$ cat src/verilog/rdal_pkg.sv
`default_nettype none
package rdal_pkg;
	// Register byte addresses on the APB window
	localparam logic [7:0] ADR_CTRL = 8'h00;
	localparam logic [7:0] ADR_KEY  = 8'h04;
	localparam logic [7:0] ADR_STAT = 8'h08;
	localparam logic [7:0] ADR_MAP  = 8'h0c;
	localparam logic [7:0] ADR_THR  = 8'h10;
	localparam logic [7:0] ADR_RID  = 8'h20;
	localparam logic [1:0] NO_IDX   = 2'h3;
	// CTRL fields, then the THR write bit that fills all three positions
	localparam int CB_ACK    = 0;
	localparam int CB_COMMIT = 1;
	localparam int CB_LINE   = 2;
	localparam int CB_EDIT   = 4;
	localparam int CB_HWF    = 5;
	localparam int CB_ERRCLR = 6;
	localparam int TB_ALL    = 24;
	// Timing
	localparam longint CLK_HZ   = 10_000_000;
	localparam longint BEEP_MS  = 200;
	localparam longint GAP_MS   = 200;
	localparam longint BLINK_MS = 500;
	localparam int BEEP_CYC  = int'(BEEP_MS * CLK_HZ / 1000);
	localparam int GAP_CYC   = int'(GAP_MS * CLK_HZ / 1000);
	localparam int BLINK_CYC = int'(BLINK_MS * CLK_HZ / 1000);
	// Characters and stream framing
	localparam logic [7:0] CH_SP = 8'h20;
	localparam logic [7:0] CH_F  = 8'h46;
	localparam logic [7:0] CH_0  = 8'h30;
	localparam logic [7:0] CH_UP = 8'h5e;
	localparam logic [7:0] CH_DN = 8'h76;
	localparam logic [7:0] CH_L  = 8'h4c;
	localparam logic [7:0] CH_C  = 8'h43;
	localparam logic [7:0] CH_R  = 8'h52;
	localparam logic [7:0] CH_BS = 8'h08;
	localparam logic [7:0] STX   = 8'h02;
	localparam logic [7:0] ETX   = 8'h03;
	localparam logic [7:0] EOT   = 8'h04;
	localparam logic [2:0] NFIELD = 3'h7;
	// Field codes
	localparam logic [7:0] POS_NA   = 8'hfe;
	localparam logic [7:0] POS_FAIL = 8'hff;
	localparam logic [7:0] POS_MAX  = 8'h63;
	localparam logic [3:0] LT_NC    = 4'he;
	localparam logic [3:0] LT_FAIL  = 4'hf;
	localparam logic [3:0] LT_MAX   = 4'h5;
	localparam logic [5:0] RWY_MIN  = 6'h01;
	localparam logic [5:0] RWY_MAX  = 6'h24;
	localparam logic [1:0] TR_UP    = 2'h1;
	localparam logic [1:0] TR_DN    = 2'h2;
	localparam logic [1:0] TR_BAD   = 2'h3;
	typedef struct packed {
		logic [1:0] suf;
		logic [5:0] num;
	} rdal_rid_t;
	typedef struct packed {
		rdal_rid_t           rid;
		logic [2:0][7:0]     pos;
		logic [2:0][1:0]     trend;
		logic [3:0]          cl_lt;
		logic [3:0]          edge_lt;
	} rdal_prod_t;
	typedef struct packed {
		rdal_rid_t [2:0]       rid;
		logic [2:0][2:0][7:0]  thr;
		logic [2:0][1:0]       map;
	} rdal_nv_t;
	typedef struct packed {
		logic [19:0][7:0] txt;
		logic [2:0]       blink;
		logic             hl;
	} rdal_line_t;

	// Character formatting shared by every display line
	function automatic logic [3:0][7:0] pos_txt(logic [7:0] v, logic h);
		if (!h || v == POS_NA)
			pos_txt = {4{CH_SP}};
		else if (v == POS_FAIL)
			pos_txt = {CH_SP, CH_F, CH_F, CH_F};
		else
			pos_txt = {CH_0, CH_0, CH_0 + v % 8'h0a,
				CH_0 + v / 8'h0a};
	endfunction

	function automatic logic [7:0] lt_chr(logic [3:0] v, logic h);
		if (!h || v == LT_NC)
			lt_chr = CH_SP;
		else if (v == LT_FAIL)
			lt_chr = CH_F;
		else
			lt_chr = CH_0 + {4'h0, v};
	endfunction

	function automatic logic [7:0] tr_chr(logic [1:0] t, logic h);
		tr_chr = !h ? CH_SP : t == TR_UP ? CH_UP :
			t == TR_DN ? CH_DN : CH_SP;
	endfunction
endpackage
`default_nettype wire

$ cat src/verilog/rdal_rx.sv
`timescale 1ns/1ns
`default_nettype none
module rdal_rx
	import rdal_pkg::*;
(
	input  wire logic  clk_in,
	input  wire logic  rstn_in,
	input  wire logic  rx_valid_in,
	input  wire logic  [7:0] rx_byte_in,
	input  wire logic  rx_perr_in,
	output rdal_prod_t prod_out,
	output logic       prod_valid_out,
	output logic       msg_err_out
);
	typedef enum logic [1:0] {RX_HUNT = 2'b00, RX_BODY = 2'b01,
		RX_BCC = 2'b11, RX_EOT = 2'b10} rdal_rx_st_t;
	rdal_rx_st_t     st_r, st_nxt;
	logic [2:0]      cnt_r, cnt_nxt;
	logic [7:0]      bcc_r, bcc_nxt;
	logic            bad_r, bad_nxt;
	logic [6:0][7:0] buf_r, buf_nxt;
	rdal_prod_t      prod_nxt;
	logic            pv_nxt, err_nxt;

	function automatic logic pos_ok(logic [7:0] v);
		pos_ok = v <= POS_MAX || v == POS_NA || v == POS_FAIL;
	endfunction

	function automatic logic fields_ok(logic [6:0][7:0] b);
		fields_ok = b[0][5:0] >= RWY_MIN && b[0][5:0] <= RWY_MAX
			&& b[0][7:6] == 2'h0 && b[1][7:2] == 6'h00
			&& pos_ok(b[2]) && pos_ok(b[3]) && pos_ok(b[4])
			&& b[5][1:0] != TR_BAD && b[5][3:2] != TR_BAD
			&& b[5][5:4] != TR_BAD
			&& (b[6][3:0] <= LT_MAX || b[6][3:0] == LT_FAIL)
			&& (b[6][7:4] <= LT_MAX || b[6][7:4] >= LT_NC);
	endfunction

	always_comb
	begin
		st_nxt = st_r;
		cnt_nxt = cnt_r;
		bcc_nxt = bcc_r;
		bad_nxt = bad_r;
		buf_nxt = buf_r;
		prod_nxt = prod_out;
		pv_nxt = 1'b0;
		err_nxt = 1'b0;
		if (rx_valid_in && rx_perr_in)
		begin
			err_nxt = 1'b1;
			st_nxt = RX_HUNT;
		end
		else if (rx_valid_in)
		begin
			case (st_r)
				RX_HUNT:
				begin
					st_nxt = (rx_byte_in == STX) ? RX_BODY : RX_HUNT;
					err_nxt = rx_byte_in != STX;
					cnt_nxt = 3'h0;
					bcc_nxt = 8'h00;
				end
				RX_BODY:
				begin
					bcc_nxt = bcc_r ^ rx_byte_in;
					if (cnt_r != NFIELD)
					begin
						buf_nxt[cnt_r] = rx_byte_in;
						cnt_nxt = cnt_r + 3'h1;
					end
					else if (rx_byte_in == ETX)
						st_nxt = RX_BCC;
					else
					begin
						err_nxt = 1'b1;
						st_nxt = RX_HUNT;
					end
				end
				RX_BCC:
				begin
					bad_nxt = rx_byte_in != bcc_r;
					st_nxt = RX_EOT;
				end
				RX_EOT:
				begin
					st_nxt = RX_HUNT;
					// Nothing reaches the display unless every check passes
					if (rx_byte_in != EOT || bad_r || !fields_ok(buf_r))
						err_nxt = 1'b1;
					else
					begin
						pv_nxt = 1'b1;
						prod_nxt.rid = {buf_r[1][1:0], buf_r[0][5:0]};
						prod_nxt.pos = {buf_r[4], buf_r[3], buf_r[2]};
						prod_nxt.trend = buf_r[5][5:0];
						prod_nxt.cl_lt = buf_r[6][7:4];
						prod_nxt.edge_lt = buf_r[6][3:0];
					end
				end
				default: st_nxt = RX_HUNT;
			endcase
		end
	end

	always_ff @(posedge clk_in)
	begin
		if (!rstn_in)
		begin
			st_r <= RX_HUNT;
			cnt_r <= 3'h0;
			bcc_r <= 8'h00;
			bad_r <= 1'b0;
			buf_r <= '0;
			prod_out <= '0;
			prod_valid_out <= 1'b0;
			msg_err_out <= 1'b0;
		end
		else
		begin
			st_r <= st_nxt;
			cnt_r <= cnt_nxt;
			bcc_r <= bcc_nxt;
			bad_r <= bad_nxt;
			buf_r <= buf_nxt;
			prod_out <= prod_nxt;
			prod_valid_out <= pv_nxt;
			msg_err_out <= err_nxt;
		end
	end
endmodule
`default_nettype wire

$ cat src/verilog/rdal_beep.sv
`timescale 1ns/1ns
`default_nettype none
module rdal_beep
	import rdal_pkg::*;
#(
	parameter int ON_CYC  = BEEP_CYC,
	parameter int OFF_CYC = GAP_CYC
)(
	input  wire logic clk_in,
	input  wire logic rstn_in,
	input  wire logic three_in,
	input  wire logic one_in,
	input  wire logic cont_in,
	input  wire logic ack_in,
	output logic      beep_out
);
	typedef enum logic [1:0] {BP_IDLE = 2'b00, BP_ON = 2'b01,
		BP_OFF = 2'b11} rdal_bp_st_t;
	rdal_bp_st_t st_r, st_nxt;
	logic [1:0]  rem_r, rem_nxt;
	logic [23:0] tmr_r, tmr_nxt;
	logic        beep_nxt;
	logic [2:0]  n_r;

	always_comb
	begin
		st_nxt = st_r;
		rem_nxt = rem_r;
		tmr_nxt = tmr_r + 24'h1;
		case (st_r)
			BP_ON:
				if (tmr_r == 24'(ON_CYC - 1))
				begin
					tmr_nxt = 24'h0;
					rem_nxt = rem_r - 2'h1;
					st_nxt = (rem_r == 2'h1) ? BP_IDLE : BP_OFF;
				end
			BP_OFF:
				if (tmr_r == 24'(OFF_CYC - 1))
				begin
					tmr_nxt = 24'h0;
					st_nxt = BP_ON;
				end
			default: tmr_nxt = 24'h0;
		endcase
		if (ack_in)
		begin
			st_nxt = BP_IDLE;
			rem_nxt = 2'h0;
		end
		// A new cause in the acknowledge cycle still sounds
		if (three_in || (one_in && st_nxt == BP_IDLE))
		begin
			rem_nxt = three_in ? 2'h3 : 2'h1;
			if (st_nxt == BP_IDLE)
			begin
				st_nxt = BP_ON;
				tmr_nxt = 24'h0;
			end
		end
		// Local fault tone ignores acknowledge
		beep_nxt = cont_in || st_nxt == BP_ON;
	end

	always_ff @(posedge clk_in)
	begin
		if (!rstn_in)
		begin
			st_r <= BP_IDLE;
			rem_r <= 2'h0;
			tmr_r <= 24'h0;
			beep_out <= 1'b0;
		end
		else
		begin
			st_r <= st_nxt;
			rem_r <= rem_nxt;
			tmr_r <= tmr_nxt;
			beep_out <= beep_nxt;
		end
	end

	// Helper: beep onsets since the last start request
	always_ff @(posedge clk_in)
	begin
		if (!rstn_in)
			n_r <= 3'h0;
		// The onset in the start cycle counts, so a fourth beep shows
		else if (three_in || one_in)
			n_r <= {2'h0, st_nxt == BP_ON && st_r != BP_ON};
		else if (st_nxt == BP_ON && st_r != BP_ON && n_r != 3'h7)
			n_r <= n_r + 3'h1;
	end
endmodule
`default_nettype wire

$ cat src/verilog/rdal_top.sv
`timescale 1ns/1ns
`default_nettype none
module rdal_top
	import rdal_pkg::*;
#(
	parameter int BLINK_N = BLINK_CYC,
	parameter int BEEP_N  = BEEP_CYC,
	parameter int GAP_N   = GAP_CYC
)(
	input  wire logic       clk_in,
	input  wire logic       rstn_in,
	input  wire logic [7:0] paddr,
	input  wire logic       psel,
	input  wire logic       penable,
	input  wire logic       pwrite,
	input  wire logic [31:0] pwdata,
	output logic [31:0]     prdata,
	output logic            pready,
	output logic            pslverr,
	input  wire logic       rx_valid_in,
	input  wire logic [7:0] rx_byte_in,
	input  wire logic       rx_perr_in,
	input  wire rdal_nv_t   nv_image_in,
	input  wire logic       nv_valid_in,
	output rdal_nv_t        nv_image_out,
	output rdal_line_t [2:0] disp_out,
	output logic            beep_out
);
	rdal_prod_t           prod;
	logic                 prod_v;
	rdal_rid_t [2:0]      rid_r, rid_nxt;
	logic [2:0][2:0][7:0] thr_r, thr_nxt;
	logic [2:0][1:0]      map_r, map_nxt;
	logic [2:0][7:0]      ent_r, ent_nxt;
	logic [1:0]           ecnt_r, ecnt_nxt, line_r, line_nxt;
	logic                 edit_r, edit_nxt, hwf_r, hwf_nxt;
	logic                 err_r, err_nxt, load_r;
	logic                 wr, ack_w, bad_w, ok_w;
	logic [1:0]           rec_w;
	logic [7:0]           d0, d1, num_w;
	logic [1:0]           suf_w;
	rdal_prod_t [2:0]     prd_r, prd_nxt;
	logic [2:0]           have_r, have_nxt;
	logic [2:0][2:0]      cond_r, cond_nxt, act_r, act_nxt, rise_w;
	logic [31:0]          rd_nxt;
	rdal_line_t [2:0]     disp_nxt;
	logic [23:0]          bcnt_r, bcnt_nxt;
	logic                 ph_r, ph_nxt;

	function automatic logic [1:0] reg_idx(logic [7:0] a, logic [7:0] b);
		reg_idx = NO_IDX;
		for (int i = 0; i < 3; i++)
			if (a == b + 8'(4 * i))
				reg_idx = 2'(i);
	endfunction

	function automatic logic is_dig(logic [7:0] c);
		is_dig = c >= CH_0 && c <= CH_0 + 8'h09;
	endfunction

	rdal_rx u_rx (
		.clk_in         (clk_in),
		.rstn_in        (rstn_in),
		.rx_valid_in    (rx_valid_in),
		.rx_byte_in     (rx_byte_in),
		.rx_perr_in     (rx_perr_in),
		.prod_out       (prod),
		.prod_valid_out (prod_v),
		.msg_err_out    ()
	);

	rdal_beep #(.ON_CYC(BEEP_N), .OFF_CYC(GAP_N)) u_beep (
		.clk_in   (clk_in),
		.rstn_in  (rstn_in),
		.three_in (|rise_w),
		.one_in   (bad_w),
		.cont_in  (hwf_r),
		.ack_in   (ack_w),
		.beep_out (beep_out)
	);

	// APB: zero wait states, unmapped addresses answer with an error
	assign pready = 1'b1;
	assign pslverr = psel && penable && !(paddr == ADR_CTRL
		|| paddr == ADR_KEY || paddr == ADR_STAT || paddr == ADR_MAP
		|| reg_idx(paddr, ADR_THR) != NO_IDX
		|| reg_idx(paddr, ADR_RID) != NO_IDX);
	assign wr = psel && penable && pwrite && !pslverr;
	assign nv_image_out = {rid_r, thr_r, map_r};

	// Operator configuration and keyed entry
	always_comb
	begin
		rid_nxt = rid_r;
		thr_nxt = thr_r;
		map_nxt = map_r;
		ent_nxt = ent_r;
		ecnt_nxt = ecnt_r;
		line_nxt = line_r;
		edit_nxt = edit_r;
		hwf_nxt = hwf_r;
		ack_w = 1'b0;
		bad_w = 1'b0;
		d0 = ent_r[0] - CH_0;
		d1 = ent_r[1] - CH_0;
		num_w = 8'(d0 * 8'h0a) + d1;
		suf_w = ent_r[2] == CH_L ? 2'h1 : ent_r[2] == CH_C ? 2'h2 :
			ent_r[2] == CH_R ? 2'h3 : 2'h0;
		ok_w = ecnt_r >= 2'h2 && is_dig(ent_r[0]) && is_dig(ent_r[1])
			&& num_w >= {2'h0, RWY_MIN} && num_w <= {2'h0, RWY_MAX}
			&& (ecnt_r == 2'h2 || ent_r[2] == CH_SP || suf_w != 2'h0);
		rec_w = line_r == NO_IDX ? NO_IDX : map_r[line_r];
		if (load_r)
		begin
			// Restore after power returns; slot only valid after release
			if (nv_valid_in)
				{rid_nxt, thr_nxt, map_nxt} = nv_image_in;
		end
		else if (wr && paddr == ADR_CTRL)
		begin
			ack_w = pwdata[CB_ACK];
			line_nxt = pwdata[CB_LINE+:2];
			edit_nxt = pwdata[CB_EDIT];
			hwf_nxt = pwdata[CB_HWF];
			if (pwdata[CB_COMMIT])
			begin
				bad_w = !ok_w || rec_w == NO_IDX;
				if (!bad_w)
				begin
					rid_nxt[rec_w] = {suf_w, num_w[5:0]};
					if (rid_nxt[rec_w] != rid_r[rec_w])
						thr_nxt[rec_w] = '0;
				end
				ecnt_nxt = 2'h0;
				ent_nxt = {3{CH_SP}};
			end
		end
		else if (wr && paddr == ADR_KEY)
		begin
			if (pwdata[7:0] == CH_BS && ecnt_r != 2'h0)
			begin
				ecnt_nxt = ecnt_r - 2'h1;
				ent_nxt[ecnt_nxt] = CH_SP;
			end
			else if (pwdata[7:0] != CH_BS && ecnt_r != 2'h3)
			begin
				ent_nxt[ecnt_r] = pwdata[7:0];
				ecnt_nxt = ecnt_r + 2'h1;
			end
		end
		else if (wr && paddr == ADR_MAP)
			map_nxt = pwdata[5:0];
		else if (wr && reg_idx(paddr, ADR_THR) != NO_IDX)
			thr_nxt[reg_idx(paddr, ADR_THR)] = pwdata[TB_ALL]
				? {3{pwdata[7:0]}} : pwdata[23:0];
		// A new invalid entry wins over a clear in the same write
		err_nxt = (err_r && !(wr && paddr == ADR_CTRL
			&& pwdata[CB_ERRCLR])) || bad_w;
		rd_nxt = 32'h0;
		if (psel && !penable)
		begin
			if (paddr == ADR_CTRL)
				rd_nxt = {26'h0, hwf_r, edit_r, line_r, 2'h0};
			else if (paddr == ADR_STAT)
				rd_nxt = {27'h0, ecnt_r, |act_r, beep_out, err_r};
			else if (paddr == ADR_MAP)
				rd_nxt = {26'h0, map_r};
			else if (reg_idx(paddr, ADR_THR) != NO_IDX)
				rd_nxt = {8'h0, thr_r[reg_idx(paddr, ADR_THR)]};
			else if (reg_idx(paddr, ADR_RID) != NO_IDX)
				rd_nxt = {23'h0, have_r[reg_idx(paddr, ADR_RID)],
					rid_r[reg_idx(paddr, ADR_RID)]};
		end
	end

	always_ff @(posedge clk_in)
	begin
		if (!rstn_in)
		begin
			rid_r <= '0;
			thr_r <= '0;
			map_r <= {NO_IDX, NO_IDX, NO_IDX};
			ent_r <= {3{CH_SP}};
			ecnt_r <= 2'h0;
			line_r <= 2'h0;
			edit_r <= 1'b0;
			hwf_r <= 1'b0;
			err_r <= 1'b0;
			load_r <= 1'b1;
			prdata <= 32'h0;
		end
		else
		begin
			rid_r <= rid_nxt;
			thr_r <= thr_nxt;
			map_r <= map_nxt;
			ent_r <= ent_nxt;
			ecnt_r <= ecnt_nxt;
			line_r <= line_nxt;
			edit_r <= edit_nxt;
			hwf_r <= hwf_nxt;
			err_r <= err_nxt;
			load_r <= 1'b0;
			prdata <= rd_nxt;
		end
	end

	// Products and alarms, kept per runway record
	always_comb
	begin
		prd_nxt = prd_r;
		have_nxt = have_r;
		cond_nxt = cond_r;
		for (int k = 0; k < 3; k++)
		begin
			if (rid_nxt[k] != rid_r[k])
			begin
				have_nxt[k] = 1'b0;
				cond_nxt[k] = 3'h0;
			end
			else if (prod_v && rid_r[k].num != 6'h0
				&& prod.rid == rid_r[k])
			begin
				prd_nxt[k] = prod;
				have_nxt[k] = 1'b1;
				for (int p = 0; p < 3; p++)
					cond_nxt[k][p] = prod.pos[p] == POS_FAIL
						|| (prod.pos[p] <= POS_MAX
						&& prod.pos[p] < thr_r[k][p]);
			end
		end
		// Only a fresh crossing raises; a standing cause stays quiet
		rise_w = cond_nxt & ~cond_r;
		act_nxt = (act_r & {9{!ack_w}} & cond_nxt) | rise_w;
		bcnt_nxt = bcnt_r + 24'h1;
		ph_nxt = ph_r;
		if (bcnt_r == 24'(BLINK_N - 1))
		begin
			bcnt_nxt = 24'h0;
			ph_nxt = !ph_r;
		end
		for (int l = 0; l < 3; l++)
		begin
			automatic logic [1:0] r = map_r[l];
			automatic rdal_prod_t q = prd_r[r[0+:2] == NO_IDX ? 0 : r];
			automatic rdal_rid_t id = r == NO_IDX ? '0 : rid_r[r];
			automatic logic h = r != NO_IDX && have_r[r];
			disp_nxt[l] = '0;
			disp_nxt[l].txt = {20{CH_SP}};
			if (id.num != 6'h0)
			begin
				disp_nxt[l].txt[0] = CH_0 + {2'h0, id.num} / 8'h0a;
				disp_nxt[l].txt[1] = CH_0 + {2'h0, id.num} % 8'h0a;
				disp_nxt[l].txt[2] = id.suf == 2'h1 ? CH_L :
					id.suf == 2'h2 ? CH_C : id.suf == 2'h3 ? CH_R : CH_SP;
				disp_nxt[l].hl = 1'b1;
			end
			if (edit_r && line_r == 2'(l))
			begin
				disp_nxt[l].txt[2:0] = ent_r;
				disp_nxt[l].hl = 1'b1;
			end
			for (int p = 0; p < 3; p++)
			begin
				disp_nxt[l].txt[5 * p + 3 +: 4] = pos_txt(q.pos[p], h);
				disp_nxt[l].txt[5 * p + 7] = tr_chr(q.trend[p], h);
			end
			disp_nxt[l].txt[18] = lt_chr(q.edge_lt, h);
			disp_nxt[l].txt[19] = lt_chr(q.cl_lt, h);
			if (r != NO_IDX)
				disp_nxt[l].blink = act_r[r] & {3{ph_r}};
		end
	end

	always_ff @(posedge clk_in)
	begin
		if (!rstn_in)
		begin
			prd_r <= '0;
			have_r <= 3'h0;
			cond_r <= '0;
			act_r <= '0;
			bcnt_r <= 24'h0;
			ph_r <= 1'b0;
			disp_out <= '0;
		end
		else
		begin
			prd_r <= prd_nxt;
			have_r <= have_nxt;
			cond_r <= cond_nxt;
			act_r <= act_nxt;
			bcnt_r <= bcnt_nxt;
			ph_r <= ph_nxt;
			disp_out <= disp_nxt;
		end
	end
endmodule
`default_nettype wire

$ cat config.mk
export PLATFORM = sky130hd
export DESIGN_NAME = rdal_top
export DESIGN_NICKNAME = d
export VERILOG_FILES = /design/src/verilog/rdal_pkg.sv /design/src/verilog/rdal_rx.sv /design/src/verilog/rdal_beep.sv /design/src/verilog/rdal_top.sv
export SDC_FILE = /design/constraint.sdc
export NUM_CORES = 2
export LEC_CHECK = 0
export BUFFER_PORTS_ARGS = -buffer_cell sky130_fd_sc_hd__buf_2
export CAP_MARGIN = 20
export CORE_AREA = 4 4 304 306
export CTS_CLUSTER_SIZE = 28
export DETAILED_ROUTE_END_ITERATION = 7
export DIE_AREA = 0 0 308 310
export PLACE_DENSITY = 0.84
export SYNTH_ARGS = -nofsm -noshare
export SYNTH_HDL_FRONTEND = slang
export SYNTH_HIERARCHICAL = 1
export SYNTH_SLANG_ARGS = --single-unit
$ cat constraint.sdc
create_clock -name clk_in -period 7.3 [get_ports clk_in]
set_input_delay 0.73 -clock clk_in [delete_from_list [all_inputs] [get_ports clk_in]]
set_output_delay 0.73 -clock clk_in [all_outputs]
set_load 0.02 [all_outputs]
==> metrics <==
outcome=complete, no violations; vias in the first global route=41481; placed wire-length estimate=124300 um; Max FO, Critical Path=25; I/O pin count=just under 800; clk root buf=clkbuf_16; Synth Warn #=6; Max Cap Viol=0; # DRC=0; worst hold slack=406.3 ps; Post-CTS Setup Inserts=0; Pwr Density=between 150 and 200 mW/mm2; wire per inst=roughly 23 um; Peak VDD IR=0.1710 mV; Worst Hold Class=input port to register; Post-Route WL=~170000 um; initial antenna violation count=27; CTS Buf Count=between 80 and 90; Initial DRT Pass Iterations=8; setup tns final=0 ps; DR vias/cell=between 6 and 7; RR Endpoint=disp_out[450]; clock skew=39.18 ps; num rows=110; kind of start point of the critical path=register; core box area=about 0.090 mm2; GR Overflow Total=0; clk slew on worst S/H paths=around 70 ps; # nets final=between 6000 and 7000; die area=roughly 0.095 mm2; critical register-to-register path startpoint=nv_image_out[5]; hold path cells=4; Antenna Nets Post-Route=0; Setup violations, final=0; clock buffer depth=3; routability cong.=between 1 and 1.5; die height=310 um; total track usage=between 30% and 40%; Die W=~300 um; RSZ-0062 raised after global routing=false; CP endpoint kind=register; # H-tree levels=3; Worst EP arrival=7240 ps; Min-Delay Endpoint=u_rx/st_r[1]; minimum clock period=approximately 6700 ps; Mapped Area=between 0.04 and 0.05 mm2; Mapped Avg Cell Area=8.249 um2; CTS resizes=0; Layout Area Growth over Synthesis=12.42%; layout cell share with drive strength beyond 1=a little under a fifth; hold_sp=rx_perr_in; Max transition margin=around a quarter; CTS Hold Bufs=0; Starting Density=approximately 52%; crit share post-route=between 90% and 100%; pin count of the biggest net entering global routing=just under 80; Slew @ Worst Pin=roughly 1100 ps; r2r worst-path depth=25; CTS Sinks=a little under 800; crit path kind=register to register; Max Freq=~150 MHz; latest clock arrival within the worst-skew pair=around 670 ps; Reg2Reg Setup Slack=between 600 and 700 ps; TritonCTS clock tree=yes; DRT iter0 DRCs=just under 5000; Required @ worst endpoint=slightly below 8000 ps; Hold Vio Cnt, Final=0; Slew Limit Fails=0; Port Buffer Count=between 600 and 700; Via Count=between 40000 and 50000; leakage power=~23 nW; Cells after Synth=between 5000 and 6000; first-pass GRT wire length=around 250000 um
[worst max-delay path, stage by stage, from the launching register on]
cell and delay (ps):
dfxtp_4 590, mux2i_1 150, mux2i_1 450, clkinv_1 400, ha_1 330, inv_1 110, o21ai_2 90, a21oi_1 210
o31a_1 400, o21ai_0 130, o21ai_0 530, ha_1 320, a31oi_1 120, maj3_2 350, o221a_2 350, xnor2_1 280
inv_1 100, ha_1 230, nor2_1 100, o21ai_0 80, o21a_1 130, o221ai_1 220, nand2_1 90, ha_1 200
or3_1 360, a31o_2 240
[worst max-delay path by stage]
| stage | startpoint | to | slack [ps] | cells past startpoint |
|---|---|---|---|---|
| finish | nv_image_out[5] | disp_out[450] | 620 | 25 |
| global route | nv_image_out[5] | disp_out[450] | 160 | 24 |
| CTS | nv_image_out[5] | disp_out[450] | 750 | 24 |
| detailed placement | nv_image_out[5] | disp_out[450] | 780 | 24 |
| global placement | nv_image_out[5] | disp_out[450] | 830 | 25 |
| floorplan | nv_image_out[4] | disp_out[450] | 1810 | 26 |
[flip-flops by register name (all words and copies together), names as in the netlist, 2 cells and up]
name / count
u_rx/prod_out: 46
bcnt_r: 24
u_rx/cnt_r: 3
nv_image_out: 102
line_r: 2
cond_r: 9
act_r: 9
u_beep/rem_r: 2
u_beep/st_r: 2
u_rx/st_r: 2
prdata: 24
disp_out: 316
prd_r: 114
u_rx/buf_r: 54
have_r: 3
ecnt_r: 2
ent_r: 24
u_rx/bcc_r: 8
u_beep/tmr_r: 24
[per-stage QoR]
step	power, mW	area (um2)	setup WS, ps	utilization [%]	cells
detailed placement	5.435	49040	782.6	54.73	7098
global placement	5.423	49040	825.8	54.73	7098
floorplan	5.159	46720	1812	-	5734
CTS	9.821	51920	745.4	57.94	7254
global route	10.07	51950	157.7	57.98	7264
finish	9.801	51970	617.8	58.01	7274
[placed cells by master, fill, tap and decap left out, drive strengths merged, types with 28 or more instances in the layout]
cell,instances
nand2b,70
a21o,31
a31oi,65
buf,719
mux2i,431
o21ai,306
nand3,85
a22o,42
xnor2,129
nand2,414
a21oi,403
nor3,73
inv,235
conb,132
and3,77
xor2,47
dfxtp,778
nor4,32
and2,41
nand4,98
a211oi,116
mux2,70
nor2b,103
o31ai,66
a22oi,106
or2,28
ha,151
nor2,705
or3,41
o21a,32
clkbuf,114
[cell type report]
class,count,area [um2]
Tap cell,1176,1471
Clock inverter,43,455.4
Multi-Input combinational cell,4197,27330
Sequential cell,778,15600
Timing Repair Buffer,720,3776
Antenna cell,19,47.55
Fill cell,7888,37630
Clock buffer,113,2426
Inverter,228,863.3
[layer usage]
layer / vias to the layer above / part of all wire (%) / track usage, %
li1: 20410 / - / -
met1: 21216 / 37 / 38.62
met2: 2543 / 46 / 54.50
met3: 573 / 10 / 7.916
met4: 18 / 6.8 / 20.69
met5: - / 0.060 / 0
[where the power goes]
part / switching (mW) / leakage (nW) / internal [mW] / total (mW)
sequential: 0.0919 / 6.30 / 4.29 / 4.39
clock: 1.88 / 1.41 / 2.54 / 4.43
combinational: 0.674 / 15.3 / 0.315 / 0.989
total: 2.65 / 23.0 / 7.15 / 9.80
No activity file was read; power rests on OpenSTA's default activity.
